`src/rtl/overrange_pkg.sv`:
```
// Constants shared by the overrange control register bank.
package overrange_pkg;

  // Register indices as printed; the byte address is four times the index.
  localparam logic [5:0] IDX_EXT_A = 6'h0a;
  localparam logic [5:0] IDX_EXT_B = 6'h0b;
  localparam logic [7:0] ADDR_EXT_A = {IDX_EXT_A, 2'b00};
  localparam logic [7:0] ADDR_EXT_B = {IDX_EXT_B, 2'b00};

  // Bit positions within a 16-bit register word.
  localparam int DIR_BIT = 15;
  localparam int SEL_HI = 14;
  localparam int SEL_LO = 9;
  localparam int RSVD_BIT = 8;
  localparam int EXT_HI = 7;

  // Direction codes carried in the top bit of a register word.
  localparam logic DIR_READ = 1'b0;
  localparam logic DIR_WRITE = 1'b1;

  // Reset values of the two extension registers.
  localparam logic [15:0] RST_EXT_A = 16'h1400;
  localparam logic [15:0] RST_EXT_B = 16'h1600;
  localparam logic [7:0] RST_EXT_BITS = 8'h00;

  // Channel counts and field widths.
  localparam int CH_PER_BANK = 8;
  localparam int CH_TOTAL = 16;
  localparam int CODE_W = 2;
  localparam int SEL_W = 3;
  localparam int FS_W = 14;
  localparam int CH_PER_CODE_REG = 4;

  // Two-bit range codes.
  localparam logic [1:0] CODE_10V_A = 2'b00;
  localparam logic [1:0] CODE_2V5 = 2'b01;
  localparam logic [1:0] CODE_5V = 2'b10;
  localparam logic [1:0] CODE_10V_B = 2'b11;

  // Full-scale magnitudes in millivolts, nominal and with 20% overrange.
  localparam logic [13:0] FS_10V_MV = 14'h2710;
  localparam logic [13:0] FS_5V_MV = 14'h1388;
  localparam logic [13:0] FS_2V5_MV = 14'h09c4;
  localparam logic [13:0] FS_12V_MV = 14'h2ee0;
  localparam logic [13:0] FS_6V_MV = 14'h1770;
  localparam logic [13:0] FS_3V_MV = 14'h0bb8;

  // Zero word returned for unmapped reads.
  localparam logic [31:0] ZERO_WORD = 32'h0000_0000;

endpackage

```
`src/rtl/channel_range_map.sv`:
```
// Per-channel range decoder: range code and extension bit to full scale.
`timescale 1ns/100ps
`default_nettype none
module channel_range_map
  import overrange_pkg::*;
(
  input wire logic clk_sys,
  input wire logic nrst,
  input wire logic [1:0] rangeCode,
  input wire logic extend,
  output logic [13:0] fullScaleMv_q
);

  // Next full-scale value in millivolts.
  logic [13:0] fullScaleMv_d;

  // Decode the code into a magnitude, widened by the extension bit.
  always_comb
  begin
    unique case (rangeCode)
      // Both codes 00 and 11 select the ten volt range.
      CODE_10V_A, CODE_10V_B:
      begin
        fullScaleMv_d = extend ? FS_12V_MV : FS_10V_MV;
      end
      // Code 01 selects the 2.5 volt range.
      CODE_2V5:
      begin
        fullScaleMv_d = extend ? FS_3V_MV : FS_2V5_MV;
      end
      // Code 10 selects the five volt range.
      CODE_5V:
      begin
        fullScaleMv_d = extend ? FS_6V_MV : FS_5V_MV;
      end
    endcase
  end

  // Register the decoded magnitude; reset shows the default ten volts.
  always_ff @(posedge clk_sys)
  begin
    if (!nrst)
    begin
      fullScaleMv_q <= FS_10V_MV;
    end
    else
    begin
      fullScaleMv_q <= fullScaleMv_d;
    end
  end

endmodule
`default_nettype wire

```
`src/rtl/overrange_ctrl_regs.sv`:
```
// Extended-range enable registers with APB and host word access.
//
// How it works
// Bit 15 picks read or write.
// Bits 14..9 carry the register select.
// Bit 8 reserved, always reads zero.
// Bank A bit n extends channel n.
// Bank A channels 0-3 use 0x04, 4-7 0x05.
// Bank B channels 0-3 use 0x06, 4-7 0x07.
// Clear bit keeps nominal range; resets to zero.
// Bank B at 0xB, resets to 0x1600.
// Bank A at 0xA, resets to 0x1400.
// Codes decode to 10, 2.5, 5, 10 V.
// Each channel outputs code plus extension bit.
//
// Design decision made here: register access over APB.
`timescale 1ns/100ps
`default_nettype none
module overrange_ctrl_regs
  import overrange_pkg::*;
(
  input wire logic clk_sys,
  input wire logic nrst,
  // APB slave port.
  input wire logic psel,
  input wire logic penable,
  input wire logic pwrite,
  input wire logic [7:0] paddr,
  input wire logic [31:0] pwdata,
  input wire logic [3:0] pstrb,
  output logic [31:0] prdata,
  output logic pready,
  output logic pslverr,
  // Host register word port, one word per valid cycle.
  input wire logic hostWordValid,
  input wire logic [15:0] hostWord,
  output logic [15:0] hostReadData,
  output logic hostReadValid,
  // Range code fields of the four range registers, two bits per channel.
  input wire logic [7:0] rangeWordA1,
  input wire logic [7:0] rangeWordA2,
  input wire logic [7:0] rangeWordB1,
  input wire logic [7:0] rangeWordB2,
  // Per channel {extend, code}; bank A channels 0-7, then bank B.
  output logic [47:0] rangeSel,
  // Per channel full-scale magnitude in millivolts, same order.
  output logic [223:0] fullScaleMv
);

  // Extension bits of bank A and bank B.
  logic [7:0] extA_q;
  logic [7:0] extB_q;
  // Registered read data and error for the APB access phase.
  logic [31:0] prdata_q;
  logic pslverr_q;
  // Registered host read answer.
  logic [15:0] hostReadData_q;
  logic hostReadValid_q;
  // Registered per-channel selection outputs.
  logic [47:0] rangeSel_q;
  // Decoded APB access strobes.
  logic apbSetup;
  logic apbWrite;
  logic apbHitA;
  logic apbHitB;
  // Decoded host word fields and strobes.
  logic hostDir;
  logic [5:0] hostSel;
  logic hostHitA;
  logic hostHitB;
  logic hostWrA;
  logic hostWrB;
  // Range code chosen for each channel.
  logic [1:0] chanCode [CH_TOTAL];
  // Extension bit for each channel.
  logic chanExt [CH_TOTAL];

  // Build the full register word from its select value and enable bits.
  function automatic logic [15:0] regWord(input logic [5:0] sel,
                                          input logic [7:0] ext);
    logic [15:0] w;
    w = 16'h0000;
    w[DIR_BIT] = DIR_READ;
    w[SEL_HI:SEL_LO] = sel;
    w[RSVD_BIT] = 1'b0;
    w[EXT_HI:0] = ext;
    return w;
  endfunction

  // Pick the two-bit code of one of four channels in a range word.
  function automatic logic [1:0] pickCode(input logic [7:0] word,
                                          input int slot);
    logic [1:0] c;
    c = word[slot * CODE_W +: CODE_W];
    return c;
  endfunction

  // APB decode: the setup cycle prepares the answer, access completes it.
  assign apbSetup = psel && !penable;
  assign apbWrite = psel && penable && pwrite && pstrb[0];
  assign apbHitA = (paddr == ADDR_EXT_A);
  assign apbHitB = (paddr == ADDR_EXT_B);
  assign pready = psel && penable;
  assign prdata = prdata_q;
  assign pslverr = pslverr_q;

  // Host word decode: direction bit and register select field.
  assign hostDir = hostWord[DIR_BIT];
  assign hostSel = hostWord[SEL_HI:SEL_LO];
  assign hostHitA = hostWordValid && (hostSel == IDX_EXT_A);
  assign hostHitB = hostWordValid && (hostSel == IDX_EXT_B);
  assign hostWrA = hostHitA && (hostDir == DIR_WRITE);
  assign hostWrB = hostHitB && (hostDir == DIR_WRITE);
  assign hostReadData = hostReadData_q;
  assign hostReadValid = hostReadValid_q;

  // Bank A enables; an APB write wins over a host write in the same cycle.
  always_ff @(posedge clk_sys)
  begin
    if (!nrst)
    begin
      extA_q <= RST_EXT_BITS;
    end
    else if (apbWrite && apbHitA)
    begin
      extA_q <= pwdata[EXT_HI:0];
    end
    else if (hostWrA)
    begin
      extA_q <= hostWord[EXT_HI:0];
    end
  end

  // Bank B enables, written the same way as bank A.
  always_ff @(posedge clk_sys)
  begin
    if (!nrst)
    begin
      extB_q <= RST_EXT_BITS;
    end
    else if (apbWrite && apbHitB)
    begin
      extB_q <= pwdata[EXT_HI:0];
    end
    else if (hostWrB)
    begin
      extB_q <= hostWord[EXT_HI:0];
    end
  end

  // Capture APB read data and the error flag in the setup cycle.
  always_ff @(posedge clk_sys)
  begin
    if (!nrst)
    begin
      prdata_q <= ZERO_WORD;
      pslverr_q <= 1'b0;
    end
    else if (apbSetup)
    begin
      // Upper sixteen bits of a mapped word read as zero.
      if (apbHitA)
      begin
        prdata_q <= {16'h0000, regWord(IDX_EXT_A, extA_q)};
        pslverr_q <= 1'b0;
      end
      else if (apbHitB)
      begin
        prdata_q <= {16'h0000, regWord(IDX_EXT_B, extB_q)};
        pslverr_q <= 1'b0;
      end
      else
      begin
        // Unmapped addresses answer zero with an error.
        prdata_q <= ZERO_WORD;
        pslverr_q <= 1'b1;
      end
    end
  end

  // Answer host read words one cycle later; others are ignored.
  always_ff @(posedge clk_sys)
  begin
    if (!nrst)
    begin
      hostReadData_q <= 16'h0000;
      hostReadValid_q <= 1'b0;
    end
    else
    begin
      hostReadValid_q <= 1'b0;
      // A read of bank A returns its full word.
      if (hostHitA && (hostDir == DIR_READ))
      begin
        hostReadData_q <= regWord(IDX_EXT_A, extA_q);
        hostReadValid_q <= 1'b1;
      end
      // A read of bank B returns its full word.
      else if (hostHitB && (hostDir == DIR_READ))
      begin
        hostReadData_q <= regWord(IDX_EXT_B, extB_q);
        hostReadValid_q <= 1'b1;
      end
    end
  end

  // Route each channel to its range code and extension bit.
  always_comb
  begin
    for (int i = 0; i < CH_PER_CODE_REG; i++)
    begin
      chanCode[i] = pickCode(rangeWordA1, i);
      chanCode[i + CH_PER_CODE_REG] = pickCode(rangeWordA2, i);
      chanCode[i + CH_PER_BANK] = pickCode(rangeWordB1, i);
      chanCode[i + CH_PER_BANK + CH_PER_CODE_REG] =
        pickCode(rangeWordB2, i);
    end
    for (int i = 0; i < CH_PER_BANK; i++)
    begin
      chanExt[i] = extA_q[i];
      chanExt[i + CH_PER_BANK] = extB_q[i];
    end
  end

  // Register the combined selection for the analog front end.
  always_ff @(posedge clk_sys)
  begin
    if (!nrst)
    begin
      rangeSel_q <= '0;
    end
    else
    begin
      for (int i = 0; i < CH_TOTAL; i++)
      begin
        rangeSel_q[i * SEL_W +: SEL_W] <= {chanExt[i], chanCode[i]};
      end
    end
  end

  assign rangeSel = rangeSel_q;

  // One decoder per channel turns the selection into a magnitude.
  for (genvar g = 0; g < CH_TOTAL; g++)
  begin : gDec
    channel_range_map uMap (
      .clk_sys(clk_sys),
      .nrst(nrst),
      .rangeCode(chanCode[g]),
      .extend(chanExt[g]),
      .fullScaleMv_q(fullScaleMv[g * FS_W +: FS_W])
    );
  end

endmodule
`default_nettype wire

```
`config.mk`:
```
export PLATFORM = sky130hd
export DESIGN_NAME = overrange_ctrl_regs
export DESIGN_NICKNAME = d
export VERILOG_FILES = /design/src/rtl/overrange_pkg.sv /design/src/rtl/channel_range_map.sv /design/src/rtl/overrange_ctrl_regs.sv
export SDC_FILE = /design/constraint.sdc
export NUM_CORES = 1
export LEC_CHECK = 0
export ABC_AREA = 1
export BUFFER_PORTS_ARGS = -buffer_cell sky130_fd_sc_hd__buf_2
export CAP_MARGIN = 20
export CORE_AREA = 4 4 162 164
export DETAILED_ROUTE_END_ITERATION = 10
export DIE_AREA = 0 0 166 168
export PLACE_DENSITY = 0.66
export REMOVE_ABC_BUFFERS = 1
export SLEW_MARGIN = 25
export SYNTH_ARGS = -nofsm -noshare
export SYNTH_HDL_FRONTEND = slang
export SYNTH_SLANG_ARGS = --single-unit
```
`constraint.sdc`:
```
create_clock -name clk_sys -period 1.62 [get_ports clk_sys]
set_clock_uncertainty 0.05 [all_clocks]
set_input_delay 0.081 -clock clk_sys [delete_from_list [all_inputs] [get_ports clk_sys]]
set_output_delay 0.081 -clock clk_sys [all_outputs]
set_load 0.02 [all_outputs]
```
==> summary by stage, run 1 <==
Yosys
The number of different library cells used by synthesis comes to 28. The cell taking the most area after synthesis is sky130_fd_sc_hd__dfxtp_1. The average footprint of a synthesized cell is 8.53 um^2. The total of warnings raised by yosys is 0.

For this run, the leading register cell type out of synthesis is sky130_fd_sc_hd__dfxtp_1. The post-synthesis register bit count is 262. For this run, the register share of the synthesized area comes to 53.4%. The gate count after technology mapping is 1,151. The fraction of registers with async set or reset after synthesis is 0%. The count of flip-flops with a built-in enable after synthesis is 0.

By area the synthesized netlist is led by sky130_fd_sc_hd__dfxtp_1 53%, sky130_fd_sc_hd__nand2_1 10%, sky130_fd_sc_hd__inv_1 6.3%. The cell area after synthesis is 9820 um^2. The area fraction of the dominant cell type after synthesis is 53.4%.

Timing
In the post-route analysis, the smallest setup slack over all paths is 0.124 ns. Setup total negative slack on the finished layout was measured at 0 ns. The number of hold violations in the final report was 0. The clock period could shrink to 1.50 ns.

The max-slew violation total from the final report is 0. The share of the clock period used by the worst path is 92.4%. Setup repair after global routing left no endpoint under its margin. The final count of negative-setup-slack endpoints is 0. The achievable clock frequency is 0.668 GHz.

Place
The last weighted congestion value of the routability-driven placer is 0.825. The estimated wirelength of the detail-placed design is 21,000 um. The count of buffers added on input and output ports is 334.

Prior to clock tree synthesis, the placed netlist has a worst setup slack of 0.192 ns.

Cells and area
Relative to the synthesized area, the layout overhead comes to 35.2%. The final layout contains 1,705 nets. The filler cells instantiated in the layout total 2,275. The fraction of final layout cells with drive strength greater than 1 is 27.6%. The library cells used most frequently in the layout, excluding fill and tap cells, are 333 x sky130_fd_sc_hd__buf_2, 272 x sky130_fd_sc_hd__nand2_1, 262 x sky130_fd_sc_hd__dfxtp_1, 165 x sky130_fd_sc_hd__inv_1, 118 x sky130_fd_sc_hd__nor2_1.

Leaving out fill and tap cells, the most frequent cell in the layout is sky130_fd_sc_hd__buf_2.

Die
In this run the core area contains 58 standard-cell rows. The placeable core region is 24,900 um^2. In this run the horizontal extent of the chip is 166 um.

The overall die height is 168 um. Once the floorplan was initialized, standard cells occupied 39.4% of the core. 421 I/O pins were placed. The floorplan die area is 27,900 um^2.

Clock network
The clock buffer count from CTS is 28. The H-tree depth is 1. The clock transition at the registers of the reported paths is 0.06 ns. The sink count of the clock tree is 262. The maximum number of buffers from clock root to sink is 3. The clock latency on the worst-skew pair is 0.53 ns. The buffer cell driving the clock tree root is sky130_fd_sc_hd__clkbuf_16. TritonCTS built the clock tree.

Critical path
The required time of the worst setup path is 1.98 ns. The most critical setup path has its startpoint at hostWord[15]. The worst register-to-register path has a setup slack of 0.26 ns.

The maximum net fanout on the critical path is 7. The data arrival at the endpoint of the critical path is 1.86 ns. Walking the worst path, the cells encountered are dlygate4sd3_1 > buf_2 > inv_1 > nand3_4 > inv_1 > nor2_1 > dlygate4sd3_1. The cell at the slowest stage of the critical path is sky130_fd_sc_hd__dlygate4sd3_1. The largest single stage delay on the critical path is 0.56 ns.

The capture point of the critical path is hostReadData[9]$_SDFFE_PP0P_. The cell family contributing the most delay on the critical path is buffers and inverters. The critical path buffer and inverter count is 5. Measured in cells, the most critical reg-to-reg path has a length of 3. The startpoint of the worst register-to-register path is extA_q[6]$_SDFFE_PN0P_.

The critical path class is input pin to flip-flop. The number of logic stages on the critical path including buffering is 7. The kind of launch point of the worst setup path is an input pin.

The kind of capture point of the worst setup path is a flip-flop. The worst register-to-register path ends at gDec[6].uMap.fullScaleMv_q[4]$_SDFF_PN1_.

Flow run
The max-capacitance violation count is 0.

Global route
For this run the aggregate overflow at the end of global routing stands at 0. The via count of the first global-routing pass is 8,272. The number of antenna violations at the first check in global routing is 1. The first-pass GRT wire length is 44,300 um.

The largest net degree at the start of global routing is 63. In the global route stage, overall resource usage came out at 19.5%.

Detailed routing
The via-per-instance ratio is 4.38. The aggregate routed wire length is 28,200 um. The count of antenna-violating nets left after detailed routing is 0.

Before antenna repair, the detailed router went through 4 iterations. Across all layers, the routed design uses 8,362 vias. Dividing the detail-routed wire length by the instance count gives 14.8 um. The detailed router finished its first iteration with 421 violations.

The number of remaining DRC errors is 0.

Worst hold path
The path class of the lowest-slack min-delay path is input pin to flip-flop. Counting instances, the worst hold path has a depth of 6.

Power
IR analysis of the VDD net gives a maximum drop of 742 uV. For this design the ratio of total power to cell area is 1140 nW/um^2. The analysis attributes to cell leakage a power of 7.04 nW.

Status
The flow ran to the end, and the final reports show no timing, DRC or antenna violations.
power by group:
part	total (mW)	switching (mW)	internal, mW	leakage, nW
logic	1.74	1.15	0.592	4.39
registers	6.80	0.0775	6.73	2.15
clock network	6.60	2.55	4.06	0.499
total	15.1	3.77	11.4	7.04
registers in the layout, indices dropped and copies added (netlist names):
name,flops
gDec.uMap.fullScaleMv_q,177
rangeSel,47
hostReadData,10
prdata,10
extA_q,8
extB_q,8
hostReadValid,1
pslverr,1
per-layer routing:
metal | wire length [um] | track usage (%)
met4 | 1020 | 7.42
met3 | 2090 | 4.70
met2 | 13600 | 34.8
met1 | 11500 | 22.8
met5 | 0 | 0
Yosys cell counts (2+ instances only):
library cell / count
sky130_fd_sc_hd__inv_2: 6
sky130_fd_sc_hd__buf_4: 78
sky130_fd_sc_hd__nand4_1: 5
sky130_fd_sc_hd__o211ai_1: 8
sky130_fd_sc_hd__inv_1: 165
sky130_fd_sc_hd__o21ai_0: 38
sky130_fd_sc_hd__nor2_1: 118
sky130_fd_sc_hd__nand3_1: 35
sky130_fd_sc_hd__nand3_4: 2
sky130_fd_sc_hd__fa_1: 16
sky130_fd_sc_hd__nand2_1: 272
sky130_fd_sc_hd__o21ai_2: 6
sky130_fd_sc_hd__nand3b_1: 15
sky130_fd_sc_hd__clkbuf_1: 4
sky130_fd_sc_hd__buf_2: 10
sky130_fd_sc_hd__nor2_4: 4
sky130_fd_sc_hd__nor2_2: 3
sky130_fd_sc_hd__o21ai_1: 22
sky130_fd_sc_hd__buf_1: 9
sky130_fd_sc_hd__a21oi_1: 34
sky130_fd_sc_hd__dfxtp_1: 262
sky130_fd_sc_hd__ha_1: 32
sky130_fd_sc_hd__nand2_2: 2
worst register-to-register path, stage by stage, from the launching register on:
cell                      delay [ns]
sky130_fd_sc_hd__dfxtp_1        0.44
sky130_fd_sc_hd__inv_1          0.19
sky130_fd_sc_hd__fa_1           0.52
sky130_fd_sc_hd__nand2_1        0.04
cell type report:
type | instances | area, um^2 | share of cell area, %
Clock buffer | 36 | 822 | 6.19
Sequential cell | 262 | 5250 | 39.5
Clock inverter | 15 | 161 | 1.22
Tap cell | 330 | 413 | 3.11
Multi-Input combinational cell | 673 | 3460 | 26.0
Antenna cell | 1 | 2.50 | 0.0189
Timing Repair Buffer | 423 | 2530 | 19.0
Inverter | 171 | 643 | 4.85
stage by stage:
step	std cells	hold slack (ns)	utilization [%]	power, mW	area, um^2
after CTS	1910	0.000471	53.3	15.3	13300
after detailed placement	1795	0.258	46.7	8.56	11600
after floorplan	1106	0.0929	-	7.90	9340
after global placement	1795	0.251	46.7	8.54	11600
after global routing	1911	0.0399	53.3	15.8	13300
final	1911	0.00377	53.3	15.1	13300
how the worst min path moves through the flow:
stage	from	endpoint	slack, ns
floorplan	nrst	gDec[11].uMap.fullScaleMv_q[4]$_SDFF_PN1_	0.09
global placement	rangeWordA1[0]	rangeSel[0]$_SDFF_PN0_	0.25
detailed placement	rangeWordB2[4]	rangeSel[42]$_SDFF_PN0_	0.26
CTS	hostWord[9]	hostReadData[1]$_SDFFE_PN0P_	0.0005
global route	hostWord[9]	hostReadData[1]$_SDFFE_PN0P_	0.04
finish	hostWord[9]	hostReadData[1]$_SDFFE_PN0P_	0.004
repair_timing:
| item | in CTS | in global routing |
|---|---|---|
| buffers inserted | 0 | 0 |
| hold endpoints to repair | 176 | 1 |
| gates resized for setup | 0 | 1 |
| hold buffers | 64 | 1 |
| setup endpoints to repair | 0 | 3 |
logic make-up (layout without fill, tap and decap cells):
| family | Yosys count | after routing | synth area share [%] |
|---|---|---|---|
| and+or+nand+nor | 458 | 458 | 19.5 |
| buffers and inverters | 273 | 645 | 13.6 |
| DFF | 262 | 262 | 53.4 |
| AOI/OAI and AO/OA | 109 | 109 | 6.11 |
| adders and majority gates | 48 | 48 | 7.34 |
| other | 1 | 59 | 0.0382 |
Power figures use the tool's default switching activity.
==> run 2: changes to the inputs <==
--- a/config.mk
+++ b/config.mk
@@ -9,6 +9,8 @@
 export BUFFER_PORTS_ARGS = -buffer_cell sky130_fd_sc_hd__buf_2
 export CAP_MARGIN = 20
 export CORE_AREA = 4 4 162 164
+export CTS_BUF_LIST = sky130_fd_sc_hd__clkbuf_8 sky130_fd_sc_hd__clkbuf_16
+export CTS_CLUSTER_DIAMETER = 40
 export DETAILED_ROUTE_END_ITERATION = 10
 export DIE_AREA = 0 0 166 168
 export PLACE_DENSITY = 0.66
==> summary by stage, run 2 (synthesis results as in run 1) <==
Die
The initial standard-cell utilization of the core is 39.4% (unchanged). The overall die height is 168 um (unchanged). The die boundary width is 166 um (unchanged).

The count of pins on the block boundary was 421 (unchanged). The placeable core region is 24,900 um^2 (unchanged). The floorplan die area came to 27,900 um^2 (unchanged). The cell row count is 58 (unchanged).

Timing
The number of hold violations in the final report is 0 (unchanged). The max-slew violation total from the final report is 0 (unchanged). The share of the clock period used by the worst path is 93.0% (+0.61 points).

The final critical path time including I/O delays and setup is 1.51 ns (+0.00991 ns). The achievable clock frequency was 0.664 GHz (-0.66%). The final count of negative-setup-slack endpoints came to 0 (unchanged).

Cells and area
The number of flip-flops under the largest register name came to 177 (unchanged). The area of all placed cells without fillers was 13,600 um^2 (+2.5%). The register name with the most flops is gDec.uMap.fullScaleMv_q. The end-of-flow core utilization came to 54.6% (+1.3 points). The number of antenna repair diodes is 0 (-1). The synthesis-to-layout area growth is 38.6%. The most common cell after layout, fill and taps aside is sky130_fd_sc_hd__buf_2. The net count of the finished layout is 1,713 (+0.47%). The fraction of final layout cells with drive strength greater than 1 is 28.4% (+0.83 points). The library cells used most frequently in the layout, excluding fill and tap cells, are 333 x sky130_fd_sc_hd__buf_2, 272 x sky130_fd_sc_hd__nand2_1, 262 x sky130_fd_sc_hd__dfxtp_1, 167 x sky130_fd_sc_hd__inv_1, 117 x sky130_fd_sc_hd__nor2_1. The number of filler instances in the final layout is 2,275 (unchanged).

Power
The leakage dissipation is 7.19 nW (+2.2%). The net switching power figure came to 4.31 mW (+14%). The part of the total power dissipated in combinational logic came to 10.3% (-1.2 points). The fraction of power spent switching nets was 25.6% (+0.70 points). The power share of the clock group is 49.2% (+5.6 points).

The sequential fraction of design power is 40.5% (-4.4 points). The internal power is 12.5 mW (+10%). The worst ir drop on vdd is 798 uV (+7.5%). The power per cell area is 1240 nW/um^2 (+8.4%).

Critical path
The critical path buffer and inverter count is 5 (unchanged). The signal on the critical path passes through dlygate4sd3_1 > buf_2 > inv_1 > nand3_4 > inv_1 > nor2_1 > dlygate4sd3_1. For this design, the slowest cell found on the critical path is sky130_fd_sc_hd__dlygate4sd3_1.

The largest stage delay on the critical path was 0.56 ns (about the same). The cell family contributing the most delay on the critical path is buffers and inverters. By startpoint and endpoint, the worst setup path is classified as input pin to flip-flop. The maximum net fanout on the critical path is 7 (unchanged). The data arrival at the endpoint of the critical path is 1.85 ns (about the same). The kind of launch point of the worst setup path is an input pin. The required time of the worst setup path came to 1.96 ns (-0.02 ns). The kind of capture point of the worst setup path is a flip-flop.

Clock network
TritonCTS built the clock tree. The maximum number of buffers from clock root to sink is 3 (unchanged). The clock latency on the worst-skew pair came to 0.50 ns (-0.03 ns). The clock buffer count from CTS was 38 (+36%).

The H-tree depth is 2 (+1). The tree is rooted in a sky130_fd_sc_hd__clkbuf_16. The clock transition at the registers of the reported paths is 0.06 ns (about the same).

The total setup buffers inserted after CTS is 0 (unchanged). The sink count of the clock tree was 262 (unchanged).

Place
The last weighted congestion value of the routability-driven placer is 0.825 (unchanged). The count of buffers inserted at the top-level ports is 334 (unchanged). The estimated wirelength of the detail-placed design is 21,000 um (unchanged).

The cell area after placement is 11,600 um^2 (unchanged).

Global route
The overall overflow remaining after global route is 0 (unchanged). The total routing resource utilization after global routing was 19.6% (+0.056 points). The largest net degree at the start of global routing came to 63 (unchanged).

The number of antenna violations at the first check in global routing was 0 (-1). The via count of the first global-routing pass came to 8,300 (+0.34%). The first-pass GRT wire length was 44,200 um (-0.16%).

Detailed routing
The number of remaining DRC errors is 0 (unchanged). The via total after detailed routing is 8,392 (+0.36%). The count of antenna-violating nets left after detailed routing is 0 (unchanged). The violation count after the first detailed-route iteration is 422 (+0.24%). The mean routed wirelength per cell is 14.6 um (-0.94%). The aggregate routed wire length is 28,200 um (-0.11%). The via-per-instance ratio is 4.35 (-0.47%). The number of optimization iterations in the first detailed-route pass is 4 (unchanged).

Worst hold path
The path class of the lowest-slack min-delay path is input pin to flip-flop.

Status
The flow ran to the end, and the final reports show no timing, DRC or antenna violations.

Flow run
The max-capacitance violation count is 0 (unchanged).
==> run 2: cell count changes in the layout (fill, tap and decap cells not counted), sizes merged <==
cell	change
dlygate4sd3	-2
inv	+6
diode	-1
bufinv	-1
clkbuf	+9
clkinvlp	+3
clkinv	+2
==> run 2: final cells by class <==
cell class                 count  area [um^2]  area share [%]
clock buffer                  45         1080            7.95
inverter                     171          643            4.73
multi-input combinational    673         3460            25.5
tap                          330          413            3.04
sequential                   262         5250            38.6
timing repair buffer         421         2510            18.4
clock inverter                25          249            1.83
==> run 2: power groups by stage <==
stage | clock (mW) | sequential (mW) | combinational, mW
3_3_place_gp | 0 | 6.95 | 1.59
4_1_cts | 8.45 | 6.81 | 1.74
2_1_floorplan | 0 | 7.31 | 0.596
3_5_place_dp | 0 | 6.94 | 1.61
6_report | 8.28 | 6.81 | 1.74
5_1_grt | 8.74 | 6.83 | 1.90
==> run 2: final timing paths <==
kind | from | endpoint | slack (ns) | cells after the start
worst max register to register | extA_q[6]$_SDFFE_PN0P_ | gDec[6].uMap.fullScaleMv_q[4]$_SDFF_PN1_ | 0.26 | 3
worst min-delay path | hostWord[9] | hostReadData[1]$_SDFFE_PN0P_ | 0.03 | 6
worst min register to register | pslverr$_SDFFE_PN0P_ | pslverr$_SDFFE_PN0P_ | 0.43 | 2
worst max-delay path | hostWord[15] | hostReadData[9]$_SDFFE_PP0P_ | 0.11 | 7
==> run 2: worst register-to-register path, stage by stage, from the launching register on <==
cell and delay (ns):
sky130_fd_sc_hd__dfxtp_1 0.44, sky130_fd_sc_hd__inv_1 0.20, sky130_fd_sc_hd__fa_1 0.52, sky130_fd_sc_hd__nand2_1 0.04
==> run 2: through the flow <==
step	total power, mW	TNS [ns]	hold WS (ns)	setup WS, ns	instances
2_1_floorplan	7.90	0	0.0929	0.318	1106
3_3_place_gp	8.54	0	0.251	0.195	1795
3_5_place_dp	8.56	0	0.258	0.192	1795
4_1_cts	17.0	0	0.0289	0.0381	1927
5_1_grt	17.5	-0.00583	0.0739	-0.00583	1927
6_report	16.8	0	0.0297	0.114	1927
==> run 2: metal layers <==
metal	up-vias	track usage (%)	share of wire [%]
met5	-	0	0
li1	4212	-	-
met1	3813	22.9	41
met2	310	34.7	48
met3	57	5.14	7.3
met4	0	6.96	3.0
==> run 2: repair_timing <==
action	4_1_cts	5_1_grt
hold buffers	62	0
endpoints found under the hold margin	132	0
gates resized for setup	0	3
endpoints found under the setup margin	0	3
